===== src/logic/pmt_pkg.sv =====
`default_nettype none
package pmt_pkg;
  // register offsets on the plain register port
  localparam logic [3:0] PMT_ADDR_COUNT = 4'h0;
  localparam logic [3:0] PMT_ADDR_PERIOD = 4'h1;
  localparam logic [3:0] PMT_ADDR_CONTROL = 4'h2;
  localparam logic [3:0] PMT_ADDR_FLAGS = 4'h3;
  localparam logic [3:0] PMT_ADDR_ENABLE = 4'h4;
  // control field positions and the flag/enable register bit
  localparam int PMT_CTL_PRE_LO = 0;
  localparam int PMT_CTL_RUN = 2;
  localparam int PMT_CTL_POST_LO = 3;
  localparam int PMT_FLAG_BIT = 1;
  // reset values
  localparam logic [7:0] PMT_COUNT_RST = 8'h00;
  localparam logic [7:0] PMT_PERIOD_RST = 8'hFF;
  localparam logic [6:0] PMT_CONTROL_RST = 7'h00;
  // clock ratios
  localparam logic [1:0] PMT_INSTR_DIV = 2'h3;
  localparam logic [3:0] PMT_PRE_DIV4 = 4'h3;
  localparam logic [3:0] PMT_PRE_DIV16 = 4'hF;
endpackage
`default_nettype wire


===== src/logic/pmt_timer.sv =====
// The register offsets and the plain strobed port are this design's own decisions.
`timescale 1ns/1ns
`default_nettype none
// Summary of operation
// - The count advances on the instruction clock (mclk over four) through a 1, 4 or 16 prescaler.
// - Prescale select 00 gives 1, 01 gives 4, and 1x gives 16.
// - Count rises from zero and on the increment after equalling the period wraps to zero with a match.
// - Matches pass a 4-bit postscaler so the flag sets after one to sixteen matches.
// - Postscale select value plus one is the number of matches per flag.
// - The postscaled match sets the timer flag at bit 1 of the peripheral flag register.
// - Prescale and postscale counters clear on count write, control write and reset.
// - A control write leaves the count unchanged.
// - The count is read/write at any time and zero after reset.
// - The period is read/write and all ones after reset.
// - The timer runs only while run enable (control bit 2) is one.
// - Control bit 7 has no storage and reads zero.
// - The raw match, before postscaling, goes to the sync serial port.
// - Count and match are offered to the enhanced capture pwm unit as time base.
module pmt_timer import pmt_pkg::*; (
  // clock and reset
  input wire logic mclk_in,
  input wire logic rst_in,
  // register port
  input wire logic [3:0] addr_in,
  input wire logic [7:0] wdata_in,
  input wire logic wr_in,
  input wire logic rd_in,
  output logic [7:0] rdata_out,
  // time base and interrupt outputs
  output logic [7:0] timer_count_out,
  output logic match_out,
  output logic irq_out
);
  // ==========================================================
  // registers
  logic [7:0] timer_count;
  logic [7:0] timer_period;
  logic [6:0] timer_control;
  logic match_event_flag;
  logic match_event_enable;
  logic [1:0] instr_div;
  logic match;
  logic pre_pulse;
  logic post_pulse;
  logic ps_clear;
  logic instr_tick;
  logic [3:0] pre_last;

  wire wr_count = wr_in && (addr_in == PMT_ADDR_COUNT);
  wire wr_ctl = wr_in && (addr_in == PMT_ADDR_CONTROL);
  wire run_enable = timer_control[PMT_CTL_RUN];
  wire [1:0] prescale_select = timer_control[PMT_CTL_PRE_LO +: 2];
  wire [3:0] postscale_select = timer_control[PMT_CTL_POST_LO +: 4];

  assign ps_clear = wr_count || wr_ctl;

  function automatic logic [3:0] pre_decode(input logic [1:0] sel);
    if (sel[1]) begin
      pre_decode = PMT_PRE_DIV16;
    end else if (sel[0]) begin
      pre_decode = PMT_PRE_DIV4;
    end else begin
      pre_decode = 4'h0;
    end
  endfunction

  assign pre_last = pre_decode(prescale_select);

  // ==========================================================
  // instruction clock: one pulse every four mclk cycles
  always_ff @(posedge mclk_in) begin
    if (rst_in) begin
      instr_div <= 2'h0;
    end else begin
      instr_div <= instr_div + 2'h1;
    end
  end
  assign instr_tick = run_enable && (instr_div == PMT_INSTR_DIV);

  // ==========================================================
  // prescaler and postscaler
  pmt_divider #(.W(4)) u_pre (
    .mclk_in(mclk_in),
    .rst_in(rst_in),
    .clr_in(ps_clear),
    .tick_in(instr_tick),
    .last_in(pre_last),
    .pulse_out(pre_pulse)
  );

  assign match = pre_pulse && (timer_count == timer_period) && !wr_count;

  pmt_divider #(.W(4)) u_post (
    .mclk_in(mclk_in),
    .rst_in(rst_in),
    .clr_in(ps_clear),
    .tick_in(match),
    .last_in(postscale_select),
    .pulse_out(post_pulse)
  );

  // ==========================================================
  // count, period, control
  always_ff @(posedge mclk_in) begin
    if (rst_in) begin
      timer_count <= PMT_COUNT_RST;
    end else if (wr_count) begin
      timer_count <= wdata_in;
    end else if (pre_pulse) begin
      // control writes never touch the count
      timer_count <= match ? 8'h00 : timer_count + 8'h01;
    end
  end

  always_ff @(posedge mclk_in) begin
    if (rst_in) begin
      timer_period <= PMT_PERIOD_RST;
    end else if (wr_in && addr_in == PMT_ADDR_PERIOD) begin
      timer_period <= wdata_in;
    end
  end

  always_ff @(posedge mclk_in) begin
    if (rst_in) begin
      timer_control <= PMT_CONTROL_RST;
    end else if (wr_ctl) begin
      timer_control <= wdata_in[6:0];
    end
  end

  // ==========================================================
  // interrupt flag: set wins over write-one-to-clear
  always_ff @(posedge mclk_in) begin
    if (rst_in) begin
      match_event_flag <= 1'b0;
    end else if (post_pulse) begin
      match_event_flag <= 1'b1;
    end else if (wr_in && addr_in == PMT_ADDR_FLAGS && wdata_in[PMT_FLAG_BIT]) begin
      match_event_flag <= 1'b0;
    end
  end

  always_ff @(posedge mclk_in) begin
    if (rst_in) begin
      match_event_enable <= 1'b0;
    end else if (wr_in && addr_in == PMT_ADDR_ENABLE) begin
      match_event_enable <= wdata_in[PMT_FLAG_BIT];
    end
  end

  assign irq_out = match_event_flag && match_event_enable;

  // ==========================================================
  // read port, one cycle latency; unmapped reads zero
  always_ff @(posedge mclk_in) begin
    if (rst_in) begin
      rdata_out <= 8'h00;
    end else if (rd_in) begin
      unique case (addr_in)
        PMT_ADDR_COUNT: rdata_out <= timer_count;
        PMT_ADDR_PERIOD: rdata_out <= timer_period;
        PMT_ADDR_CONTROL: rdata_out <= {1'b0, timer_control};
        PMT_ADDR_FLAGS: rdata_out <= {6'h00, match_event_flag, 1'b0};
        PMT_ADDR_ENABLE: rdata_out <= {6'h00, match_event_enable, 1'b0};
        default: rdata_out <= 8'h00;
      endcase
    end else begin
      rdata_out <= 8'h00;
    end
  end

  // ==========================================================
  // time base for serial port and pwm unit
  always_ff @(posedge mclk_in) begin
    if (rst_in) begin
      match_out <= 1'b0;
      timer_count_out <= PMT_COUNT_RST;
    end else begin
      match_out <= match;
      timer_count_out <= timer_count;
    end
  end
endmodule
`default_nettype wire


===== src/logic/pmt_divider.sv =====
`timescale 1ns/1ns
`default_nettype none
// free-running enable divider; cleared by clr_in
module pmt_divider #(
  parameter int W = 4
) (
  // clock and reset
  input wire logic mclk_in,
  input wire logic rst_in,
  // control
  input wire logic clr_in,
  input wire logic tick_in,
  input wire logic [W-1:0] last_in,
  // result
  output logic pulse_out
);
  logic [W-1:0] count;

  always_ff @(posedge mclk_in) begin
    if (rst_in || clr_in) begin
      count <= '0;
    end else if (tick_in) begin
      if (count >= last_in) begin
        count <= '0;
      end else begin
        count <= count + 1'b1;
      end
    end
  end

  assign pulse_out = tick_in && (count >= last_in);
endmodule
`default_nettype wire


===== config.mk =====
export PLATFORM = sky130hd
export DESIGN_NAME = pmt_timer
export DESIGN_NICKNAME = d
export VERILOG_FILES = /design/src/logic/pmt_pkg.sv /design/src/logic/pmt_timer.sv /design/src/logic/pmt_divider.sv
export SDC_FILE = /design/constraint.sdc
export NUM_CORES = 1
export LEC_CHECK = 0
export ABC_AREA = 1
export BUFFER_PORTS_ARGS = -buffer_cell sky130_fd_sc_hd__buf_2
export CORE_MARGIN = 4
export CORE_UTILIZATION = 62
export CTS_CLUSTER_DIAMETER = 80
export CTS_CLUSTER_SIZE = 8
export DETAILED_ROUTE_END_ITERATION = 8
export GPL_TIMING_DRIVEN = 0
export PLACE_DENSITY = 0.84
export SLEW_MARGIN = 20
export SYNTH_ARGS = -nofsm -noshare
export SYNTH_HDL_FRONTEND = slang
export SYNTH_SLANG_ARGS = --single-unit

===== constraint.sdc =====
create_clock -name mclk_in -period 3.3 [get_ports mclk_in]
set_input_delay 0.99 -clock mclk_in [delete_from_list [all_inputs] [get_ports mclk_in]]
set_output_delay 0.99 -clock mclk_in [all_outputs]
set_load 0.005 [all_outputs]

Word level (Yosys, flattened, before mapping)

Cells that the tools add are included.

Flip-flop bits (word level): 52
Output and inout port bits: 18
Logic and storage cells: 53

Add/subtract/negate cells: 4
Order comparisons: 2
Eq/ne operators: 6
Multiplexer cells: 10
Bitwise operators: 1
Reductions and logical operators: 19

Operator list:

| operator              | number |
|---|---|
| $pmux W8 S5           | 1 |
| $mux W8               | 3 |
| $logic_and A1 B1 Y1   | 12 |
| $mux W4               | 3 |
| $add A4 B1 Y4 const B | 2 |
| $add A8 B1 Y8 const B | 1 |
| $eq A4 B2 Y1 const B  | 2 |
| $eq A8 B8 Y1          | 1 |
| $ge A4 B4 Y1          | 2 |
| $eq A4 B1 Y1 const B  | 1 |
| $eq A4 B3 Y1 const B  | 1 |
| $logic_not A4 Y1      | 1 |
| $reduce_bool A2 Y1    | 2 |
| $add A2 B1 Y2 const B | 1 |
| $eq A2 B2 Y1 const B  | 1 |
| $logic_or A1 B1 Y1    | 2 |
| $mux W1               | 2 |
| $mux W2               | 1 |
| $reduce_or A2 Y1      | 1 |
| $logic_not A1 Y1      | 1 |
| $not A1 Y1            | 1 |

Depth between registers and ports, before layout

Gate-level depths: netlist of run 1.

Depth after elaboration: 9
Gate-level depth with buffers: 14

Cells and area by module

A second synthesis of run 1 with hierarchy kept.

Cells, all modules: 361
Area, all modules: 2,727.6 um2

By module, submodules not included:

| module      | instances | cells an instance | area an instance (um2) |
|---|---|---|---|
| pmt_timer   | 1         | 287               | 2,169.6 |
| pmt_divider | 2         | 37                | 279.0 |

Least setup slack after synthesis of run 1

OpenSTA, ideal clock, no wires.

Path type: input port to flip-flop
Start: in addr_in[3]
End: reg timer_count[0]
Data arrival time: 1.813 ns
Data required time: 3.161 ns
Slack: 1.348 ns
Stages: 9
Path buffers: 1
Cell sequence: nor2_4 -> nand2_4 -> nor2_4 -> buf_6 -> inv_6 -> nand2_8 -> o21ai_2 -> inv_1 -> a21oi_2

Longest elaborated chain between the ends: 7
Elaborated cells between the ends (all ways): 8
Classes of those cells: 3 x mux; 5 x reduce/logical

Ends and longest elaborated chain:

| item                    | RTL line         | source |
|---|---|---|
| from (decl)             | pmt_timer.sv:24  | `input wire logic [3:0] addr_in,` |
| $logic_not A4 Y1 (*)    | pmt_timer.sv:49  | `wire wr_count = wr_in && (addr_in == PMT_ADDR_COUNT);` |
| $logic_and A1 B1 Y1 (*) | pmt_timer.sv:49  |  |
| $logic_not A1 Y1        | pmt_timer.sv:91  | `assign match = pre_pulse && (timer_count == timer_period) && !wr_count;` |
| $logic_and A1 B1 Y1     | pmt_timer.sv:91  |  |
| $mux W8                 | pmt_timer.sv:111 | `timer_count <= match ? 8'h00 : timer_count + 8'h01;` |
| $mux W8                 | pmt_timer.sv:109 | `end else if (pre_pulse) begin` |
| $mux W8                 | pmt_timer.sv:107 | `end else if (wr_count) begin` |
| to (signal assigned)    | pmt_timer.sv:108 | `timer_count <= wdata_in;` |
| to (signal assigned)    | pmt_timer.sv:111 |  |
| to (decl)               | pmt_timer.sv:36  | `logic [7:0] timer_count;` |

Every way passes the cells marked *; elsewhere a longest branch is shown, timed or not. The select of a mux whose other input is x is not followed.
A chain may end at the register's enable or synchronous reset.

Worst setup path in the final report of run 1

Start: in addr_in[3]
End: reg timer_period[1]

Longest elaborated chain between the ends: 2

Ends and longest elaborated chain:

| item                 | RTL line         | source |
|---|---|---|
| $eq A4 B1 Y1         | pmt_timer.sv:118 | `end else if (wr_in && addr_in == PMT_ADDR_PERIOD) begin` |
| $logic_and A1 B1 Y1  | pmt_timer.sv:118 |  |
| to (signal assigned) | pmt_timer.sv:119 | `timer_period <= wdata_in;` |
| to (decl)            | pmt_timer.sv:37  | `logic [7:0] timer_period;` |

Every way passes these cells.

==> run summary, run 1 <==
Hold Buf Count CTS = 0
slowest CP cell = nor2_2
total CTS buffers = 5
GR Overflow Total = 0
Fmax achieved = 506 MHz
dpl ws = 1030 ps
Max Cap Violations = 0
Unique masters post-synth = 37
CORE AREA = 4140 um2
Crit path arrival time = 2140 ps
final instance area = 3050 um2
Clock Latency Late Sink = 310 ps
row cnt = 23
Cells after DPL = 435
Avg WL per Cell = 13.7 um
fraction of layout cells with a size suffix above 1 = 24.7%
pin count of the biggest net entering global routing = 15
crit end category = flip-flop
vias in the first global route = 2273
Final Hold Violating Endpoints = 0
HP Class = flip-flop to flip-flop
final critical-path required period = 1980 ps
Ports = 34
synth cell count leaders = nand2_1, inv_1, dfxtp_1
worst-margin pin slew = 729 ps
startpoint types = primary input
syn nets = 380
Worst Slack Setup Final = 1320 ps
Pre-antenna DRT Iters = 4
Resize count post-CTS = 0
largest buffer count on any clock path = 2
Iter 0 DRT Violations = 201
area added between synthesis and finish = 11.1%
Synth area leaders = dfxtp_1, nand2_1, inv_1
period utilisation layout = 59.9%
Via density = 5.39
Final Skew = 8.46 ps
power density over the cells = 353 nW/um2
width of the die = 74.6 um
Critical Path Max Stage Delay = 300 ps
RD Place Congestion = 0.871
ys flop type = dfxtp_1
# H-tree levels = 2
RSZ-0062 raised after global routing = no
most common cell in the netlist = nand2_1
post-route insts no fill = 442
CTS tree = done
register bit total from synthesis = 52
status = finished, final reports clean
DP Area = 2980 um2
final hold slack = 449 ps
Syn Std Cell Area = 2750 um2
Slew Viols, Final = 0
final setup fails = 0
Synth top area share = 37.9%
Final #Nets = 420
Critical Path RT = 3460 ps
GR Util All Layers = 24.3%
antenna violations before repair = 0
Clock Sinks = 52
final WL = 6.07 mm
CTS root buf = clkbuf_8
Yosys Warn Count = 0
number of setup buffers added after CTS = 0
FILL cells = 342
# port buffers = 33
slew margin rel. = 51.4%
Pwr Total = 1.08 mW
Seq/Total Area, Yosys = 37.9%
Post-synth EDFFs = 0
clock transition at the registers of the reported paths = 90 ps
Avg Inst Size Synth = 7.81 um2
critical path class = primary input to flip-flop
worst path cell trace = buf_2 > nor2_4 > nand2_2 > nor2_2 > buf_4 > o221ai_1
Die H = 74.6 um
Initial Util = 66.3%
HPWL Detailed = 4.70 mm
die area = 5560 um2
via count = 2382
post-layout util = 73.7%
setup TNS = 0 ps
Sequential Area = 1040 um2
multi-input logic area = 1410 um2
Yosys top cell by area = dfxtp_1
CP Max Fanout = 10
Final ANT Viol Nets = 0
first-pass GRT wire length = 10.4 mm
Async SR Flop Fraction = 0%
ANT cells = 0
Post-Syn Instances = 352
VDD IR max = 0.274 mV
P_leak = 1.49 nW
drt drc = 0
## flip-flops by register name, indices dropped and copies added (netlist names)
name,count
instr_div,2
match_event_enable,1
match_event_flag,1
match_out,1
rdata_out,8
timer_control,7
timer_count,8
timer_count_out,8
timer_period,8
u_post.count,4
u_pre.count,4
## final timing paths
| kind | slack [ps] | cells past startpoint | from | to |
|---|---|---|---|---|
| hold reg to reg | 450 | 1 | instr_div[0]$_SDFF_PP0_ | instr_div[0]$_SDFF_PP0_ |
| setup reg to reg | 1410 | 13 | timer_control[0]$_SDFFE_PP0P_ | timer_count[1]$_SDFFE_PP0P_ |
| hold / removal | 450 | 1 | instr_div[0]$_SDFF_PP0_ | instr_div[0]$_SDFF_PP0_ |
| setup / recovery | 1320 | 6 | addr_in[3] | timer_period[1]$_SDFFE_PP1P_ |
## critical path, delay by kind of cell
kind	cells	cell delay, ps
simple gates	3	670
buf+inv	2	370
compound gates	1	110
## cells in the final DEF (no fill, tap or decap), drive strengths merged
cell type,instances
o221ai,7
clkbuf,9
xnor2,5
or2,1
clkinv,1
nand4,12
o21ai,16
dfxtp,52
ha,12
nor2,43
nor3,3
bufinv,1
o211ai,8
xor2,4
buf,37
a211oi,2
inv,63
o22ai,3
nand2,80
a21oi,18
nand3,15
## cells by family after synthesis
logic type	synth area share, %
simple gates	28.5
buf+inv	11.0
compound gates	14.3
flops	37.9
fa+ha+maj	5.46
xor+xnor	2.87
## routing by layer
metal	global-route usage (%)	routed length [um]
met3	3.92	367
met2	41.2	3050
met4	10.5	145
met1	30.5	2500
met5	0	0
## area by class of cell
class                           instances  area share [%]
Buffer                                  7            1.31
Clock buffer                            6            2.38
Clock inverter                          1           0.164
Inverter                               64            8.57
Multi-Input combinational cell        229            46.0
Sequential cell                        52            34.1
Tap cell                               50            2.05
Timing Repair Buffer                   33            5.41
## power breakdown
group,total [mW],internal (mW),switching (mW)
Clock,0.347,0.145,0.202
Combinational,0.0887,0.0316,0.0571
Sequential,0.642,0.636,0.00577
Total,1.08,0.813,0.265
Note: power is estimated with default switching activity, not from simulation.
==> run 2, diff against run 1 <==
--- a/config.mk
+++ b/config.mk
@@ -8,12 +8,12 @@
 export ABC_AREA = 1
 export BUFFER_PORTS_ARGS = -buffer_cell sky130_fd_sc_hd__buf_2
 export CORE_MARGIN = 4
-export CORE_UTILIZATION = 62
+export CORE_UTILIZATION = 52
 export CTS_CLUSTER_DIAMETER = 80
 export CTS_CLUSTER_SIZE = 8
 export DETAILED_ROUTE_END_ITERATION = 8
 export GPL_TIMING_DRIVEN = 0
-export PLACE_DENSITY = 0.84
+export PLACE_DENSITY = 0.76
 export SLEW_MARGIN = 20
 export SYNTH_ARGS = -nofsm -noshare
 export SYNTH_HDL_FRONTEND = slang
==> constraint.sdc (replaced) <==
create_clock -name mclk_in -period 1.7 [get_ports mclk_in]
set_input_delay 0.51 -clock mclk_in [delete_from_list [all_inputs] [get_ports mclk_in]]
set_output_delay 0.51 -clock mclk_in [all_outputs]
set_load 0.005 [all_outputs]
==> run summary, run 2 (synthesized netlist as in run 1, its figures left out) <==
RSZ-0062 raised after global routing = yes
final hold slack = 429 ps
crit end category = flip-flop
# H-tree levels = 2
Die H = 80.7 um
Fmax achieved = 578 MHz
antenna violations before repair = 0
Slew Viols, Final = 0
area added between synthesis and finish = 18.0%
Final Skew = 12.5 ps
Avg WL per Cell = 14.1 um
DP Area = 3000 um2
final instance area = 3240 um2
power density over the cells = 700 nW/um2
FF-to-FF Start = timer_control[1]$_SDFFE_PP0P_
Initial Util = 53.8%
Final Hold Violating Endpoints = 0
GR Overflow Total = 0
failing checks = setup timing
pin count of the biggest net entering global routing = 16
Crit path arrival time = 1940 ps
crit path capture = timer_count[7]$_SDFFE_PP0P_
reg2reg path depth = 13
Critical Path RT = 1910 ps
worst-margin pin slew = 719 ps
post-route insts no fill = 467
Clock Latency Late Sink = 310 ps
width of the die = 80.7 um
final WL = 6.61 mm
HPWL Detailed = 4.85 mm
Max Cap Violations = 0
die area = 6510 um2
Final ANT Viol Nets = 0
clock transition at the registers of the reported paths = 100 ps
critical path class = flip-flop to flip-flop
final critical-path required period = 1730 ps
largest buffer count on any clock path = 2
CTS root buf = clkbuf_8
FF-to-FF End = timer_count[7]$_SDFFE_PP0P_
CP Max Fanout = 7
GR Util All Layers = 20.9%
first-pass GRT wire length = 10.5 mm
Final #Nets = 424
total CTS buffers = 5
Worst setup startpoint = timer_control[1]$_SDFFE_PP0P_
ANT cells = 0
fraction of layout cells with a size suffix above 1 = 29.2%
status = finished with violations
vias in the first global route = 2336
via count = 2435
Pre-antenna DRT Iters = 5
Hold Buf Count CTS = 0
final setup fails = 2
row cnt = 26
CTS tree = done
# port buffers = 33
drt drc = 0
Ports = 34
reg2reg setup slack = -30 ps
Clock Sinks = 52
P_leak = 1.55 nW
most frequent cells in the layout = nand2_1, inv_1, dfxtp_1
Cells after DPL = 455
period utilisation layout = 102%
Via density = 5.21
slew margin rel. = 52.1%
Iter 0 DRT Violations = 169
Worst Slack Setup Final = -31.4 ps
HP Class = flip-flop to flip-flop
commonest non-fill, non-tap cell in the layout = nand2_1
VDD IR max = 0.514 mV
RD Place Congestion = 0.864
startpoint types = flip-flop
CORE AREA = 5110 um2
## run 2: cell count changes in the layout (fill, tap and decap cells not counted), moves of 2 or more
| cell | delta |
|---|---|
| ha_1 | -3 |
| ha_4 | +3 |
| buf_4 | +3 |
| nand2_2 | +2 |
| nand2_1 | -3 |
| inv_1 | -4 |
| dfxtp_4 | +2 |
| inv_2 | +3 |
| dfxtp_1 | -2 |
## run 2: layout make-up
| class | count | area [um2] |
|---|---|---|
| plain buffers | 7 | 50.0 |
| clock buffers | 6 | 72.6 |
| clock inverters | 2 | 35.0 |
| fillers | 451 | 1860 |
| inverters | 64 | 269 |
| multi-input cells | 229 | 1470 |
| flip-flops and latches | 52 | 1050 |
| well taps | 70 | 87.6 |
| repair buffers | 37 | 213 |
## run 2: per-stage QoR
step	util [%]	TNS (ps)	worst slack [ps]	total power, mW
finish	63.5	-41.0	-31.4	2.27
global route	63.5	-819	-162	2.35
CTS	61.4	0	1.46	2.28
detailed placement	58.7	-2130	-172	1.45
global placement	58.7	-1270	-92.9	1.44
floorplan	-	0	110	1.38
## run 2: worst min path at each step
stage / startpoint / to / slack [ps] / cells after the start
2_1_floorplan: instr_div[0]$_SDFF_PP0_ / instr_div[0]$_SDFF_PP0_ / 400 / 1
3_3_place_gp: instr_div[0]$_SDFF_PP0_ / instr_div[0]$_SDFF_PP0_ / 410 / 1
3_5_place_dp: instr_div[0]$_SDFF_PP0_ / instr_div[0]$_SDFF_PP0_ / 420 / 1
4_1_cts: instr_div[0]$_SDFF_PP0_ / instr_div[0]$_SDFF_PP0_ / 430 / 1
5_1_grt: rst_in / timer_control[1]$_SDFFE_PP0P_ / 450 / 2
6_report: instr_div[0]$_SDFF_PP0_ / instr_div[0]$_SDFF_PP0_ / 430 / 1
## run 2: what timing repair did
| action | 4_1_cts | 5_1_grt |
|---|---|---|
| endpoints found under the setup margin | 10 | 13 |
| gates cloned | 0 | 1 |
| pin swaps | 1 | 21 |
| buffers inserted | 0 | 3 |
| resized for setup | 7 | 18 |
## run 2: per-layer routing
layer | vias up | global-route usage, % | part of all wire (%)
li1 | 1217 | - | -
met1 | 1125 | 25.9 | 42
met2 | 84 | 35.3 | 50
met3 | 9 | 5.27 | 6.7
met4 | 0 | 6.42 | 1.1
met5 | - | 0 | 0
## run 2: critical path, stage by stage (launching register included)
cell     delay [ps]
dfxtp_4         370
nor2_4          150
ha_4            220
nand2_2          60
nand2_2          60
nand2_2          70
nand3_2          90
nand2_4         160
inv_8            60
buf_4           130
nand4_1          70
nand3_1          80
nand2_1          70
inv_1            40
## run 2: power breakdown
group,internal [mW],switching [mW],leakage (nW),total [mW]
clock,0.438,0.402,0.0552,0.840
combinational,0.0675,0.118,1.07,0.186
sequential,1.23,0.0120,0.422,1.25
